--- config.mk ---
export PLATFORM = sky130hd
export DESIGN_NAME = etac_top
export DESIGN_NICKNAME = d
export VERILOG_FILES = /design/src/hw/etac_pkg.sv /design/src/hw/etac_top.sv
export SDC_FILE = /design/constraint.sdc
export NUM_CORES = 1
export LEC_CHECK = 0
export ABC_AREA = 0
export ABC_CLOCK_PERIOD_IN_PS = 6000
export BUFFER_PORTS_ARGS = -buffer_cell sky130_fd_sc_hd__buf_2
export CORE_ASPECT_RATIO = 1.1
export CORE_UTILIZATION = 55
export DETAILED_ROUTE_END_ITERATION = 8
export PLACE_DENSITY = 0.78
export RECOVER_POWER = 50
export SYNTH_ARGS = -nofsm -noshare
export SYNTH_HDL_FRONTEND = slang
export SYNTH_SLANG_ARGS = --single-unit
--- constraint.sdc ---
create_clock -name CORE_CLK -period 6 [get_ports CORE_CLK]
set_clock_uncertainty 0.05 [all_clocks]
set_input_delay 0.3 -clock CORE_CLK [delete_from_list [all_inputs] [get_ports CORE_CLK]]
set_output_delay 0.3 -clock CORE_CLK [all_outputs]
set_load 0.02 [all_outputs]
--- src/hw/etac_pkg.sv ---
// Register map, field positions and timing constants of the EEPROM timebase control
package etac_pkg;
  localparam int NARR = 2;

  // Register offsets, index 0 is array 1, index 1 is array 2
  localparam logic [15:0]       MOPT_OFS = 16'hFE09;
  localparam logic [1:0][15:0]  DIVHS_OFS = {16'hFF70, 16'hFE10};
  localparam logic [1:0][15:0]  DIVLS_OFS = {16'hFF71, 16'hFE11};
  localparam logic [1:0][15:0]  DIVH_OFS = {16'hFF7A, 16'hFE1A};
  localparam logic [1:0][15:0]  DIVL_OFS = {16'hFF7B, 16'hFE1B};
  localparam logic [1:0][15:0]  CFGS_OFS = {16'hFF7C, 16'hFE1C};
  localparam logic [1:0][15:0]  CTRL_OFS = {16'hFF7D, 16'hFE1D};
  localparam logic [1:0][15:0]  CFGA_OFS = {16'hFF7F, 16'hFE1F};
  localparam logic [15:0]       IST_OFS = 16'hFE12;
  localparam logic [15:0]       ICLR_OFS = 16'hFE13;
  localparam logic [15:0]       IEN_OFS = 16'hFE14;

  // Field positions
  localparam int MOPT_CLKSEL_BIT = 7;
  localparam int MOPT_PROT_BIT = 4;
  localparam int MOPT_REV_BIT = 3;
  localparam int CTRL_ERASE_BIT = 2;
  localparam int CTRL_AUTO_BIT = 1;
  localparam int CTRL_GO_BIT = 0;
  localparam int DIV_W = 11;
  localparam int DIV_HI_W = 3;

  // Reset values
  localparam logic [7:0] SHADOW_RST = 8'h00;
  localparam logic [7:0] REG_RST = 8'h00;

  // Timing: core rate and the longest auto durations
  localparam int CLK_MHZ = 40;
  localparam int PGM_MAX_US = 500;
  localparam int ERASE_MAX_MS = 8;
  localparam int PGM_MAX_CYC = PGM_MAX_US * CLK_MHZ;
  localparam int ERASE_MAX_CYC = ERASE_MAX_MS * 1000 * CLK_MHZ;
  localparam int PGM_TICKS = 16;
  localparam int ERASE_TICKS = 256;
  localparam int ALT_REF_DIV = 4;

  // Auto timing engine state
  typedef enum logic [0:0] {
    ETAC_IDLE = 1'b0,
    ETAC_RUN  = 1'b1
  } etac_st_t;
endpackage

--- src/hw/etac_top.sv ---
// EEPROM timebase divider, auto program/erase timing and mask option register
`timescale 1ns/100ps

// What this block does
// (RQ1) Option bit 7 picks divider reference clock
// (RQ2) Eleven-bit divide value over high/low registers
// (RQ3) Dividers and config reload from shadows on reset
// (RQ4) Control bit 7 has no function
// (RQ5) Control bit 1 enables automatic timing
// (RQ6) Auto mode times operation, clears go bit
// (RQ7) Software sets go, then polls it clear
// (RQ8) Programmed bit reads 0, erased reads 1
// (RQ9) Option bit 4 read-protects arrays in monitor
// (RQ10) Option bit 3 fixed high as revision mark
// (RQ11) Option register has only bits 7, 4, 3
// (RQ12) Auto program ends within 500 us
// (RQ13) Auto erase ends within 8 ms
// (RQ14) Manual mode: go stays until software clears
// (RQ15) Divider ticks each time divide value reached
module etac_top #(
  parameter int PGM_MAX_CYC   = etac_pkg::PGM_MAX_CYC,
  parameter int ERASE_MAX_CYC = etac_pkg::ERASE_MAX_CYC,
  parameter int PGM_TICKS     = etac_pkg::PGM_TICKS,
  parameter int ERASE_TICKS   = etac_pkg::ERASE_TICKS,
  parameter int ALT_REF_DIV   = etac_pkg::ALT_REF_DIV
) (
  input  wire logic        CORE_CLK,
  input  wire logic        RSTN,
  input  wire logic        PORN,
  input  wire logic [15:0] ADDR,
  input  wire logic [7:0]  WDATA,
  input  wire logic        WR,
  input  wire logic        RD,
  output logic      [7:0]  RDATA,
  input  wire logic        MON_MODE,
  output logic             IRQ,
  output logic             READ_PROTECT,
  output logic      [1:0]  HV_PGM,
  output logic      [1:0]  HV_ERASE,
  output logic      [1:0]  TB_TICK
);

  // Eleven-bit divide value from the two halves
  function automatic logic [10:0] div_v(input logic [7:0] hi, input logic [7:0] lo);
    div_v = {hi[etac_pkg::DIV_HI_W-1:0], lo}; // RQ2
  endfunction

  logic                 clksel_r;
  logic                 prot_r;
  logic                 mon_s1_r;
  logic                 mon_s2_r;
  logic                 load_r;
  logic [7:0]           sh_hi_r [2];
  logic [7:0]           sh_lo_r [2];
  logic [7:0]           sh_cfg_r [2];
  logic [7:0]           div_hi_r [2];
  logic [7:0]           div_lo_r [2];
  logic [7:0]           cfg_act_r [2];
  logic [1:0]           go_r;
  logic [1:0]           auto_r;
  logic [1:0]           erase_r;
  logic [10:0]          tb_cnt_r [2];
  logic [11:0]          tk_cnt_r [2];
  logic [18:0]          cyc_r [2];
  etac_pkg::etac_st_t   st_r [2];
  logic [15:0]          alt_cnt_r;
  logic                 ref_en;
  logic [1:0]           tb_hit;
  logic [1:0]           done;
  logic [1:0]           ist_r;
  logic [1:0]           ien_r;
  logic [7:0]           rd_nxt;
  logic [10:0]          div0;

  // Monitor mode pin comes from outside, two flops first
  always_ff @(posedge CORE_CLK or negedge RSTN)
  begin
    if (!RSTN)
    begin
      mon_s1_r <= 1'b0;
      mon_s2_r <= 1'b0;
    end
    else
    begin
      mon_s1_r <= MON_MODE;
      mon_s2_r <= mon_s1_r;
    end
  end

  // Mask option bits, software selectable
  always_ff @(posedge CORE_CLK or negedge RSTN)
  begin
    if (!RSTN)
    begin
      clksel_r <= 1'b0;
      prot_r <= 1'b0;
    end
    else if (WR && ADDR == etac_pkg::MOPT_OFS)
    begin
      clksel_r <= WDATA[etac_pkg::MOPT_CLKSEL_BIT]; // RQ1
      prot_r <= WDATA[etac_pkg::MOPT_PROT_BIT]; // RQ9
    end
  end

  // Shadows survive core reset, only power-on clears them
  always_ff @(posedge CORE_CLK or negedge PORN)
  begin
    if (!PORN)
    begin
      for (int i = 0; i < etac_pkg::NARR; i++)
      begin
        sh_hi_r[i] <= etac_pkg::SHADOW_RST;
        sh_lo_r[i] <= etac_pkg::SHADOW_RST;
        sh_cfg_r[i] <= etac_pkg::SHADOW_RST;
      end
    end
    else if (WR)
    begin
      for (int i = 0; i < etac_pkg::NARR; i++)
      begin
        if (ADDR == etac_pkg::DIVHS_OFS[i])
          sh_hi_r[i] <= WDATA;
        if (ADDR == etac_pkg::DIVLS_OFS[i])
          sh_lo_r[i] <= WDATA;
        if (ADDR == etac_pkg::CFGS_OFS[i])
          sh_cfg_r[i] <= WDATA;
      end
    end
  end

  // Reload pending flag; async reset cannot copy a signal, so copy on release
  always_ff @(posedge CORE_CLK or negedge RSTN)
  begin
    if (!RSTN)
      load_r <= 1'b1;
    else
      load_r <= 1'b0;
  end

  // Volatile dividers and active config
  always_ff @(posedge CORE_CLK or negedge RSTN)
  begin
    if (!RSTN)
    begin
      for (int i = 0; i < etac_pkg::NARR; i++)
      begin
        div_hi_r[i] <= etac_pkg::REG_RST;
        div_lo_r[i] <= etac_pkg::REG_RST;
        cfg_act_r[i] <= etac_pkg::REG_RST;
      end
    end
    else
    begin
      for (int i = 0; i < etac_pkg::NARR; i++)
      begin
        if (load_r)
        begin
          div_hi_r[i] <= sh_hi_r[i]; // RQ3
          div_lo_r[i] <= sh_lo_r[i]; // RQ3
          cfg_act_r[i] <= sh_cfg_r[i]; // RQ3
        end
        else if (WR && ADDR == etac_pkg::DIVH_OFS[i])
          div_hi_r[i] <= WDATA;
        else if (WR && ADDR == etac_pkg::DIVL_OFS[i])
          div_lo_r[i] <= WDATA;
      end
    end
  end

  // Alternate reference: divided core clock as an enable pulse
  always_ff @(posedge CORE_CLK or negedge RSTN)
  begin
    if (!RSTN)
      alt_cnt_r <= 16'h0000;
    else if (alt_cnt_r == 16'(ALT_REF_DIV - 1))
      alt_cnt_r <= 16'h0000;
    else
      alt_cnt_r <= alt_cnt_r + 16'h0001;
  end

  assign ref_en = clksel_r ? (alt_cnt_r == 16'(ALT_REF_DIV - 1)) : 1'b1; // RQ1
  assign div0 = div_v(div_hi_r[0], div_lo_r[0]);

  // Timebase: wrap and tick when the count meets the divide value
  always_comb
  begin
    for (int i = 0; i < etac_pkg::NARR; i++)
      tb_hit[i] = ref_en && (tb_cnt_r[i] == div_v(div_hi_r[i], div_lo_r[i])); // RQ15
  end

  always_ff @(posedge CORE_CLK or negedge RSTN)
  begin
    if (!RSTN)
    begin
      TB_TICK <= 2'b00;
      for (int i = 0; i < etac_pkg::NARR; i++)
        tb_cnt_r[i] <= 11'h000;
    end
    else
    begin
      TB_TICK <= tb_hit; // RQ15
      for (int i = 0; i < etac_pkg::NARR; i++)
      begin
        if (tb_hit[i])
          tb_cnt_r[i] <= 11'h000;
        else if (ref_en)
          tb_cnt_r[i] <= tb_cnt_r[i] + 11'h001;
      end
    end
  end

  // Auto completion: enough ticks, or the wall-clock ceiling as a backstop
  always_comb
  begin
    for (int i = 0; i < etac_pkg::NARR; i++)
    begin
      done[i] = 1'b0;
      if (st_r[i] == etac_pkg::ETAC_RUN && go_r[i] && auto_r[i])
      begin
        if (erase_r[i])
          done[i] = (tb_hit[i] && tk_cnt_r[i] == 12'(ERASE_TICKS - 1))
                    || (cyc_r[i] == 19'(ERASE_MAX_CYC - 2)); // RQ13
        else
          done[i] = (tb_hit[i] && tk_cnt_r[i] == 12'(PGM_TICKS - 1))
                    || (cyc_r[i] == 19'(PGM_MAX_CYC - 2)); // RQ12
      end
    end
  end

  // Engine state per array
  always_ff @(posedge CORE_CLK or negedge RSTN)
  begin
    if (!RSTN)
    begin
      for (int i = 0; i < etac_pkg::NARR; i++)
      begin
        st_r[i] <= etac_pkg::ETAC_IDLE;
        tk_cnt_r[i] <= 12'h000;
        cyc_r[i] <= 19'h0_0000;
      end
    end
    else
    begin
      for (int i = 0; i < etac_pkg::NARR; i++)
      begin
        case (st_r[i])
          etac_pkg::ETAC_IDLE:
          begin
            tk_cnt_r[i] <= 12'h000;
            cyc_r[i] <= 19'h0_0000;
            if (go_r[i] && auto_r[i])
              st_r[i] <= etac_pkg::ETAC_RUN; // RQ6
          end
          etac_pkg::ETAC_RUN:
          begin
            cyc_r[i] <= cyc_r[i] + 19'h0_0001;
            if (tb_hit[i])
              tk_cnt_r[i] <= tk_cnt_r[i] + 12'h001;
            // Software abort or auto dropped ends the timed run
            if (done[i] || !go_r[i] || !auto_r[i])
              st_r[i] <= etac_pkg::ETAC_IDLE;
          end
          default:
            st_r[i] <= etac_pkg::ETAC_IDLE;
        endcase
      end
    end
  end

  // Control register; bit 7 and other bits are not stored
  always_ff @(posedge CORE_CLK or negedge RSTN)
  begin
    if (!RSTN)
    begin
      go_r <= 2'b00;
      auto_r <= 2'b00;
      erase_r <= 2'b00;
    end
    else
    begin
      for (int i = 0; i < etac_pkg::NARR; i++)
      begin
        if (WR && ADDR == etac_pkg::CTRL_OFS[i])
        begin
          auto_r[i] <= WDATA[etac_pkg::CTRL_AUTO_BIT]; // RQ5
          erase_r[i] <= WDATA[etac_pkg::CTRL_ERASE_BIT];
        end
        // Hardware clear wins so a late rewrite cannot restart silently
        if (done[i])
          go_r[i] <= 1'b0; // RQ6
        else if (WR && ADDR == etac_pkg::CTRL_OFS[i])
          go_r[i] <= WDATA[etac_pkg::CTRL_GO_BIT]; // RQ14
      end
    end
  end

  // Array drive: erase takes cells to 1, program pulls them to 0
  always_ff @(posedge CORE_CLK or negedge RSTN)
  begin
    if (!RSTN)
    begin
      HV_PGM <= 2'b00;
      HV_ERASE <= 2'b00;
    end
    else
    begin
      HV_PGM <= go_r & ~erase_r & ~done; // RQ8
      HV_ERASE <= go_r & erase_r & ~done; // RQ8
    end
  end

  // Read protection in monitor mode
  always_ff @(posedge CORE_CLK or negedge RSTN)
  begin
    if (!RSTN)
      READ_PROTECT <= 1'b0;
    else
      READ_PROTECT <= mon_s2_r && prot_r; // RQ9
  end

  // Sticky completion events; a set in the clear cycle survives
  always_ff @(posedge CORE_CLK or negedge RSTN)
  begin
    if (!RSTN)
    begin
      ist_r <= 2'b00;
      ien_r <= 2'b00;
      IRQ <= 1'b0;
    end
    else
    begin
      if (WR && ADDR == etac_pkg::ICLR_OFS)
        ist_r <= (ist_r & ~WDATA[1:0]) | done;
      else
        ist_r <= ist_r | done;
      if (WR && ADDR == etac_pkg::IEN_OFS)
        ien_r <= WDATA[1:0];
      IRQ <= |(ist_r & ien_r);
    end
  end

  // Read mux; unmapped and write-only locations read zero
  always_comb
  begin
    rd_nxt = 8'h00;
    if (ADDR == etac_pkg::MOPT_OFS)
    begin
      rd_nxt[etac_pkg::MOPT_CLKSEL_BIT] = clksel_r; // RQ11
      rd_nxt[etac_pkg::MOPT_PROT_BIT] = prot_r; // RQ11
      rd_nxt[etac_pkg::MOPT_REV_BIT] = 1'b1; // RQ10
    end
    if (ADDR == etac_pkg::IST_OFS)
      rd_nxt = {6'h00, ist_r};
    if (ADDR == etac_pkg::IEN_OFS)
      rd_nxt = {6'h00, ien_r};
    for (int i = 0; i < etac_pkg::NARR; i++)
    begin
      if (ADDR == etac_pkg::DIVHS_OFS[i])
        rd_nxt = sh_hi_r[i];
      if (ADDR == etac_pkg::DIVLS_OFS[i])
        rd_nxt = sh_lo_r[i];
      if (ADDR == etac_pkg::CFGS_OFS[i])
        rd_nxt = sh_cfg_r[i];
      if (ADDR == etac_pkg::DIVH_OFS[i])
        rd_nxt = div_hi_r[i];
      if (ADDR == etac_pkg::DIVL_OFS[i])
        rd_nxt = div_lo_r[i];
      if (ADDR == etac_pkg::CFGA_OFS[i])
        rd_nxt = cfg_act_r[i];
      if (ADDR == etac_pkg::CTRL_OFS[i]) // RQ4
      begin
        rd_nxt[etac_pkg::CTRL_ERASE_BIT] = erase_r[i];
        rd_nxt[etac_pkg::CTRL_AUTO_BIT] = auto_r[i];
        rd_nxt[etac_pkg::CTRL_GO_BIT] = go_r[i]; // RQ7
      end
    end
  end

  // Data stands only in the cycle after the strobe
  always_ff @(posedge CORE_CLK or negedge RSTN)
  begin
    if (!RSTN)
      RDATA <= 8'h00;
    else if (RD)
      RDATA <= rd_nxt;
    else
      RDATA <= 8'h00;
  end
endmodule // etac_top

### Word level (Yosys, flattened, before mapping)

Cells that the tools add are included.

* bits in registers: 229
* input port bits: 30
* output and inout bits: 16
* word-level logic and storage cells: 200

* add/sub/neg operators: 7
* equality and inequality tests: 33
* muxes and demuxes: 56
* bitwise logic cells: 13
* reductions and logical operators: 51

Operator list (count)
* 16-bit == test (second input constant): 18
* 8-bit two-way mux: 25
* 19-bit one-hot mux with 2 select lines: 2
* 12-bit one-hot mux with 2 select lines: 2
* 11-bit two-way mux: 4
* 19-bit by 1-bit adder with 19-bit output (second input constant): 2
* 19-bit by 15-bit == test with 1-bit output (second input constant): 2
* 19-bit == test (second input constant): 2
* 12-bit by 1-bit adder with 12-bit output (second input constant): 2
* 12-bit by 4-bit == test with 1-bit output (second input constant): 2
* 12-bit by 8-bit == test with 1-bit output (second input constant): 2
* 12-bit two-way mux: 2
* 11-bit by 1-bit adder with 11-bit output (second input constant): 2
* 11-bit == test: 2
* 1-bit logical AND: 22
* 16-bit by 1-bit adder with 16-bit output (second input constant): 1
* 16-bit by 2-bit == test with 1-bit output (second input constant): 1
* 16-bit two-way mux: 1
* 2-bit AND reduction: 8
* 2-bit nonzero test: 8
* 1-bit two-way mux: 14
* 2-bit AND: 6
* 1-bit logical OR: 8
* 3-bit two-way mux: 2
* other kinds (9): 20

### Depth between registers and ports, before layout

Gate-level depths: netlist (run 1).

* depth after elaboration: 19
* depth in mapped cells: 9
* depth with buffers taken out: 8

### Least setup slack after synthesis (run 1)

No wires, ideal clock.

* kind: register -> register
* start point: register alt_cnt_r[0]
* end point: register tk_cnt_r[18] in the netlist's numbering
* library setup time: 119 ps
* arrival time: 2406 ps
* required time: 5831 ps
* path slack: 3425 ps
* cell stages (with the launch flop): 9
* buffers on the path: 1
* period minus slack after synthesis: 2575 ps
* cells stage by stage: dfrtp_1 -> ha_1 -> or3b_2 -> o41a_4 -> nor4_4 -> buf_6 -> nand4_1 -> xnor2_1 -> and2_1

* word-level cells in the longest chain between the ends: 4

Ends and longest elaborated chain
* start: declaration: RTL line etac_top.sv:66 `logic [15:0] alt_cnt_r;`
* start signal: assignment: RTL line etac_top.sv:178 `alt_cnt_r <= alt_cnt_r + 16'h0001;`
* 16-bit by 2-bit == test with 1-bit output: RTL line etac_top.sv:181 `assign ref_en = clksel_r ? (alt_cnt_r == 16'(ALT_REF_DIV - 1)) : 1'b1;`
* 1-bit two-way mux: RTL line etac_top.sv:181
* 1-bit logical AND: RTL line etac_top.sv:188 `tb_hit[i] = ref_en && (tb_cnt_r[i] == div_v(div_hi_r[i], div_lo_r[i]));`
* 2-bit by 1-bit != test with 1-bit output (no source line)
* end signal: indexed assignment: RTL line etac_top.sv:258 `tk_cnt_r[i] <= tk_cnt_r[i] + 12'h001;`
* end: declaration: RTL line etac_top.sv:63 `logic [11:0] tk_cnt_r [2];`

Every way passes these cells.
A chain may end at the register's enable or synchronous reset.

### Worst setup path in the final report (run 1)

* start point: input ADDR[0]
* end point: register div_lo_r[0] in the netlist's numbering

* word-level cells in the longest chain between the ends: 4
* elaborated cells between the ends (all ways): 7
* those cells by class: 3 x eq/ne; 4 x reduce/logical

Ends and longest elaborated chain
* start: declaration: RTL line etac_top.sv:30 `input wire logic [15:0] ADDR,`
* 16-bit == test (on tied branches): RTL line etac_top.sv:162, etac_top.sv:164
* 1-bit logical AND (on tied branches): RTL line etac_top.sv:162, etac_top.sv:164
* 2-bit != test (no source line) or 2-bit nonzero test (tied branches)
* 2-bit AND reduction (no source line) (*)
* end signal: indexed assignment: RTL line etac_top.sv:148 `div_lo_r[i] <= etac_pkg::REG_RST;`
* end signal: indexed assignment: RTL line etac_top.sv:159 `div_lo_r[i] <= sh_lo_r[i];`
* end: declaration: RTL line etac_top.sv:57 `logic [7:0] div_lo_r [2];`

Mark *: on every way between the ends. The rest lies on a longest branch, timed or not.

==> run_results.csv, run 1 <==
group,metric,value,unit
timing,worst_slew_pin_slew,3.190,ns
power_and_ir_drop,p_per_area,272.7,nW/µm²
detailed_routing,vias,8903,
critical_path,required,6.21,ns
critical_path,crit_path_max_fanout,36,
timing,grt_setup_unrepaired,"false",
clock_tree,worst_setup_hold_path_clk_slew,0.06,ns
critical_path,cpPeakStageDelay,1.34,ns
timing,worst_slack,2.286,ns
detailed_routing,drt-initial-drc-count,777,
floorplan,rows,55,
floorplan,io_pins,46,
clock_tree,root_buffer,"clkbuf_16",
power_and_ir_drop,p_leak,0.005848,µW
grt,grtUsageTotal,26.66,%
clock_tree,clock_path_buffers,3,
flow_run,maxCapViolCount,4,
critical_path,cp-startpoint,"ADDR[0]",
synth,async_flop_share,100.0,%
cells_and_area,fin_nets,1186,
critical_path,critPathKind,"input port to flop",
critical_path,slowest_stage,"clkbuf_1",
floorplan,die_h,154.7,µm
grt,grt_max_degree,108,
grt,grt_overflow,0,
timing,slew_violations,276,
synth,synth_nets,1155,
cells_and_area,syn2layout_area_growth,10.48,%
timing,fin_crit_sh,61.89,%
grt,grt_pass1_wl,46510,µm
detailed_routing,drtAntennaViolNets,0,
synth,yosysSeqAreaShare,49.17,%
timing,setup_violations,0,
clock_tree,cts_made_buffers,25,
status,violations,"max-capacitance violations, max-slew violations",
critical_path,crit_chain,"buf_2 -> clkbuf_1 -> inv_1 -> nor2_1 -> nand3_1 -> mux2i_1 -> o21ai_0",
floorplan,start_util,56.46,%
cells_and_area,drive_gt1_share,13.89,%
timing,timing.final.crit_period,3.714,ns
detailed_routing,drt-total-wl,28080,µm
detailed_routing,first_pass_iters,5,
detailed_routing,vias_per_cell,6.261,
clock_tree,htreeDepth,1,
synth,synth_cell_types,71,
floorplan,fp.coreArea,20640,µm²
synth,yosysWarnings,0,
clock_tree,post-cts-setup-buffers,0,
min_path,hp-class,"input port to flop",
timing,hold_viol,0,
cells_and_area,diodes,0,
place,port_buffers,45,
clock_tree,cts_resized,0,
synth,yosysTopAreaCell,"dfrtp_1",
clock_tree,worstSkewPairLatency,0.52,ns
status,outcome,"finished, violations left",
synth,syn_inst,1116,
detailed_routing,detail_route.wl_per_cell,19.75,µm
synth,synth_area_leaders,"dfrtp_1 (49%), mux2_2 (7.2%), xnor2_1 (5.6%), mux2i_1 (3.6%), nand2_1 (3.5%)",
place,pre_cts_slack,2.982,ns
clock_tree,cts_tree,"built",
power_and_ir_drop,vdd_drop_max,0.2084,mV
detailed_routing,drc,0,
critical_path,r2r_start,"load_r",
critical_path,cp-end-kind,"flop",
synth,ys.flop_type,"dfrtp_1",
synth,syn_area_per_cell,10.44,µm²
grt,grt_antenna_before_repair,0,
place,post-dp-hpwl,19010,µm
synth,synth_edf_count,0,
floorplan,die_area,21780,µm²
grt,grt_pass1_vias,8848,
min_path,hp-start,"RD",
timing,fin_tns_setup,0,ns
timing,fmaxAchievable,269.3,MHz
critical_path,start_kind,"input port",
synth,synth_top_area_share,48.95,%
critical_path,cp_data_arrival_time,3.92,ns
synth,syn_area,11660,µm²
synth,ys_seq_elements,229,
place,gp_congestion,0.9364,
timing,slew_headroom,-112.7,%
clock_tree,clock-sinks,229,
floorplan,die-width,140.8,µm
-- cell families (layout without fill, tap and decap cells) --
logic type,Yosys count,in the layout,synth area share (%)
buffers and inverters,68,118,2.319
and+or+nand+nor,409,409,18.57
adders and majority gates,9,9,0.9661
DFF,229,229,49.17
muxes,117,117,10.85
AOI/OAI and AO/OA,187,187,10.87
other,1,1,0.03217
xor gates and xnor gates,96,96,7.213
-- cell usage in the layout, fill, tap and decap left out, drive strengths merged, types with 5 or more instances in the layout --
cell    synthesis  layout
clkbuf         38      56
nand3          41      41
ha              9       9
dfrtp         228     228
or4             6       6
nor2b          16      16
mux2           75      75
and2           59      59
a21oi          27      27
nor4           16      16
a22o            8       8
a221oi          8       8
buf            14      33
nand2         109     109
a21boi         12      12
clkinv          0       7
inv            16      17
a22oi           6       6
a21o            6       6
nor3           16      16
and4            6       6
and3           22      22
xnor2          75      75
a32o            5       5
nand4          33      33
mux2i          42      42
o21ai          65      65
nor2           52      52
xor2           21      21
or3            16      16
o22ai           7       7
-- power by group --
| group | internal [µW] | switching [µW] | total, µW |
|---|---|---|---|
| combinational | 113 | 233 | 346 |
| clock | 915 | 621 | 1540 |
| sequential | 1580 | 47.5 | 1630 |
| total | 2610 | 902 | 3510 |
-- flip-flops by register name (all words and copies together), names as in the netlist, 8 cells and up --
signal / count
RDATA: 8
alt_cnt_r: 16
cfg_act_r: 16
cyc_r: 38
div0: 11
div_hi_r: 13
div_lo_r: 8
sh_cfg_r: 16
sh_hi_r: 16
sh_lo_r: 16
tb_cnt_r: 22
tk_cnt_r: 24
-- repair_timing --
item	4_1_cts	5_1_grt
setup endpoints to repair	0	0
hold endpoints to repair	154	0
hold buffers	3	0
-- worst paths after layout --
path	to	slack (ns)	cells after the start
worst max register to register	div0[1]	2.46	2
min in group asynchronous	cyc_r[34]	1.09	2
worst min register to register	mon_s2_r	0.30	0
worst max-delay path	div_lo_r[0]	2.29	7
worst min-delay path	RDATA[6]	0.11	3
max in group asynchronous	alt_cnt_r[3]	2.75	3
-- through the flow --
step	power [µW]	utilization, %	area, µm²	hold slack [ns]	std cells
final	3512	62.38	12880	0.1120	1422
after global routing	3647	62.38	12880	0.1227	1422
after CTS	3535	62.57	12920	0.1067	1422
after detailed placement	2003	58.45	12070	0.2863	1373
after global placement	1991	58.45	12070	0.2824	1373
after floorplan	1895	-	11660	-0.04559	1116
-- routing by layer --
layer / wire length, µm / part of all wire (%) / track usage (%) / vias to the layer above
li1: - / - / - / 4069
met1: 12200 / 43 / 37.11 / 4367
met2: 13010 / 46 / 42.43 / 386
met3: 2000 / 7.1 / 3.963 / 81
met4: 874 / 3.1 / 9.938 / 0
met5: 0 / 0 / 0 / -
-- worst max-delay path, delay by kind of cell --
kind / cells / cell delay [ns]
simple gates: 2 / 1.39
mux: 1 / 0.29
buf+inv: 3 / 1.81
compound gates: 1 / 0.10
-- cell usage after synthesis, types with 22 or more instances --
master / instances
nand2_1: 109
and3_1: 22
clkbuf_1: 38
nand3_1: 41
o21ai_0: 65
nor2_1: 52
nand4_1: 33
and2_1: 56
mux2i_1: 42
dfrtp_1: 228
a21oi_1: 27
mux2_2: 75
xnor2_1: 75
-- layout make-up --
cell class | count | area (µm²)
clock buffer | 36 | 716.9
multi-input combinational | 819 | 5660
inverter | 16 | 60.06
fill | 1662 | 7767
timing repair buffer | 56 | 284.0
sequential | 229 | 5732
clock inverter | 10 | 103.9
tap | 256 | 320.3
Note: power is estimated with default switching activity, not from simulation.
==> run 2, diff against run 1 <==
- ABC_CLOCK_PERIOD_IN_PS: 6000 -> 3300
- PLACE_DENSITY: 0.78 -> 0.81
- clock period: 6 -> 3.3 ns (I/O delays scaled with it)
==> run 2 against run 1 <==
Net effect: worst hold slack lost 0.081 ns; core utilization grew 1.2 points; via count grew 2.3%; the run still ends with max-capacitance violations, max-slew violations left; power grew 89%; sequential share of layout area shrank 0.83 points; combinational power grew 91%; critical path depth grew 2; die area is the same.
==> run_results.csv, run 2 (synthesis results as in run 1) <==
group,metric,value,unit
cells_and_area,final_area,13120,µm²
place,placed_area,12240,µm²
detailed_routing,drt-initial-drc-count,829,
grt,use_met2,45.08,%
min_path,hp-start,"WDATA[7]",
critical_path,regToRegSetupSlack,0.26,ns
floorplan,io_pins,46,
clock_tree,htreeDepth,1,
floorplan,rows,55,
status,outcome,"finished, violations left",
critical_path,critPathKind,"flop to flop",
place,port_buffers,45,
critical_path,timing.rr.end,"tk_cnt_r[3]",
clock_tree,root_buffer,"clkbuf_16",
status,violations,"max-capacitance violations, max-slew violations",
timing,worst_slew_pin_slew,2.734,ns
power_and_ir_drop,pwr-share-comb,10.0,%
critical_path,r2r_start,"alt_cnt_r[0]",
cells_and_area,largest_reg_flops,38,
power_and_ir_drop,power.net_switching,1668,µW
floorplan,die_area,21780,µm²
critical_path,crit_chain,"ha_1 -> or3b_2 -> o41ai_4 -> nand2_1 -> inv_1 -> buf_4 -> nand2_1 -> xnor2_1 -> and2_1",
detailed_routing,drtAntennaViolNets,0,
clock_tree,clock_path_buffers,3,
cells_and_area,fill_cells,1637,
critical_path,start_kind,"flop",
critical_path,cpPeakStageDelay,0.53,ns
floorplan,die_h,154.7,µm
cells_and_area,syn2layout_area_growth,12.58,%
critical_path,crit_path_max_fanout,12,
grt,grt_pass1_wl,48090,µm
timing,grt_setup_unrepaired,"false",
cells_and_area,top_register,"cyc_r",
grt,grt_pass1_vias,9257,
critical_path,cp_data_arrival_time,3.41,ns
grt,grt_antenna_before_repair,0,
detailed_routing,drc,0,
cells_and_area,drive_gt1_share,15.42,%
detailed_routing,drt-total-wl,29020,µm
min_path,min_path_cells,3,
detailed_routing,first_pass_iters,6,
min_path,min_to,"div_hi_r[7]",
power_and_ir_drop,swShare,25.13,%
timing,setup_violations,0,
grt,grt_max_degree,111,
clock_tree,post-cts-setup-buffers,0,
power_and_ir_drop,pwr-share-clk,45.2,%
clock_tree,clock-sinks,229,
grt,grtUsageTotal,27.67,%
clock_tree,worst_setup_hold_path_clk_slew,0.06,ns
floorplan,start_util,56.46,%
timing,fin_crit_sh,92.24,%
timing,fmaxAchievable,328.5,MHz
grt,gr-usage-met3,3.963,%
clock_tree,cts_tree,"built",
grt,busiest_layer,"met2",
power_and_ir_drop,pwr-share-seq,44.8,%
detailed_routing,vias_per_cell,6.311,
cells_and_area,fin_nets,1209,
cells_and_area,reg_top3,"cyc_r (38), tk_cnt_r (24), tb_cnt_r (22)",
power_and_ir_drop,p_leak,0.005992,µW
place,gp_congestion,0.9523,
grt,grtUsageMet1,37.07,%
critical_path,cp-startpoint,"alt_cnt_r[0]",
detailed_routing,vias,9107,
grt,grt_overflow,0,
timing,hold_viol,0,
critical_path,slowest_stage,"or3b_2",
floorplan,die-width,140.8,µm
timing,slew_headroom,-82.28,%
detailed_routing,detail_route.wl_per_cell,20.11,µm
critical_path,required,3.66,ns
timing,fin_tns_setup,0,ns
power_and_ir_drop,vdd_drop_max,0.3489,mV
cells_and_area,layout_common_cells,"dfrtp_1 (228), nand2_1 (109), xnor2_1 (75), mux2_2 (75), o21ai_0 (65)",
place,post-dp-hpwl,19730,µm
power_and_ir_drop,p_per_area,505.8,nW/µm²
clock_tree,worstSkewPairLatency,0.53,ns
cells_and_area,diodes,0,
critical_path,reg2regPathDepth,9,
critical_path,cpMostUsedCell,"nand2_1",
flow_run,maxCapViolCount,2,
clock_tree,cts_made_buffers,25,
power_and_ir_drop,p_int,4969,µW
cells_and_area,final_common_cell,"dfrtp_1",
critical_path,cp-end-kind,"flop",
clock_tree,cts_resized,0,
timing,slew_violations,157,
floorplan,fp.coreArea,20640,µm²
timing,timing.final.crit_period,3.044,ns
min_path,hp-class,"input port to flop",
## run 2: cell types whose count changed in the layout (fill, tap and decap cells not counted), moves of 2 or more
cell / delta
clkinv_2: -4
and2_0: -14
bufinv_16: +3
buf_2: -2
buf_4: +19
and2_1: +14
clkinvlp_4: +2
clkbuf_2: +3
## run 2: worst max-delay path by stage
stage                    to  slack, ns  cells after the start
3_5_place_dp    tk_cnt_r[3]       0.29                      9
2_1_floorplan  tk_cnt_r[18]       0.73                      8
3_3_place_gp    tk_cnt_r[3]       0.35                      9
4_1_cts         tk_cnt_r[3]       0.27                      9
6_report        tk_cnt_r[3]       0.26                      9
5_1_grt          TB_TICK[0]       0.07                      2
## run 2: layout make-up
class | instances | area [µm²] | share of cell area [%]
Clock buffer | 33 | 695.7 | 5.301
Clock inverter | 11 | 188.9 | 1.440
Inverter | 16 | 60.06 | 0.4577
Multi-Input combinational cell | 819 | 5660 | 43.13
Sequential cell | 229 | 5732 | 43.68
Tap cell | 256 | 320.3 | 2.441
Timing Repair Buffer | 79 | 465.4 | 3.547
## run 2: per-layer routing
layer / part of all wire [%] / wire length [µm]
met5: 0 / 0
met4: 4.0 / 1165
met2: 48 / 13910
met3: 6.7 / 1938
met1: 41 / 12000
## run 2: power by group through the flow
stage                     sequential, µW  combinational [µW]  clock, µW
after floorplan                     3000                 449          0
after global placement              3020                 622          0
after detailed placement            3020                 652          0
after CTS                           2970                 665       3040
after global routing                2990                 730       3150
final                               2970                 661       3000
## run 2: stage by stage
stage / cells / hold WS (ns) / util [%] / setup WS [ns] / total power [µW]
3_5_place_dp: 1395 / 0.2321 / 59.31 / 0.2866 / 3673
6_report: 1443 / 0.03124 / 63.56 / 0.2562 / 6637
3_3_place_gp: 1395 / 0.2236 / 59.31 / 0.3461 / 3640
5_1_grt: 1443 / 0.04635 / 63.56 / 0.06863 / 6866
4_1_cts: 1443 / 0.02380 / 63.79 / 0.2653 / 6680
2_1_floorplan: 1116 / -0.1806 / - / 0.7253 / 3445
## run 2: worst max-delay path: cells and delay by family (launching register included)
| kind | cells | cell delay [ns] |
|---|---|---|
| DFF | 1 | 0.42 |
| AOI/OAI and AO/OA | 1 | 0.53 |
| adders and majority gates | 1 | 0.27 |
| buffers and inverters | 2 | 0.54 |
| and+or+nand+nor | 4 | 1.01 |
| xor gates and xnor gates | 1 | 0.12 |
## run 2: timing repair
| item | in CTS | in global routing |
|---|---|---|
| endpoints found under the setup margin | 0 | 0 |
| hold endpoints to repair | 158 | 0 |
| hold buffers | 4 | 0 |
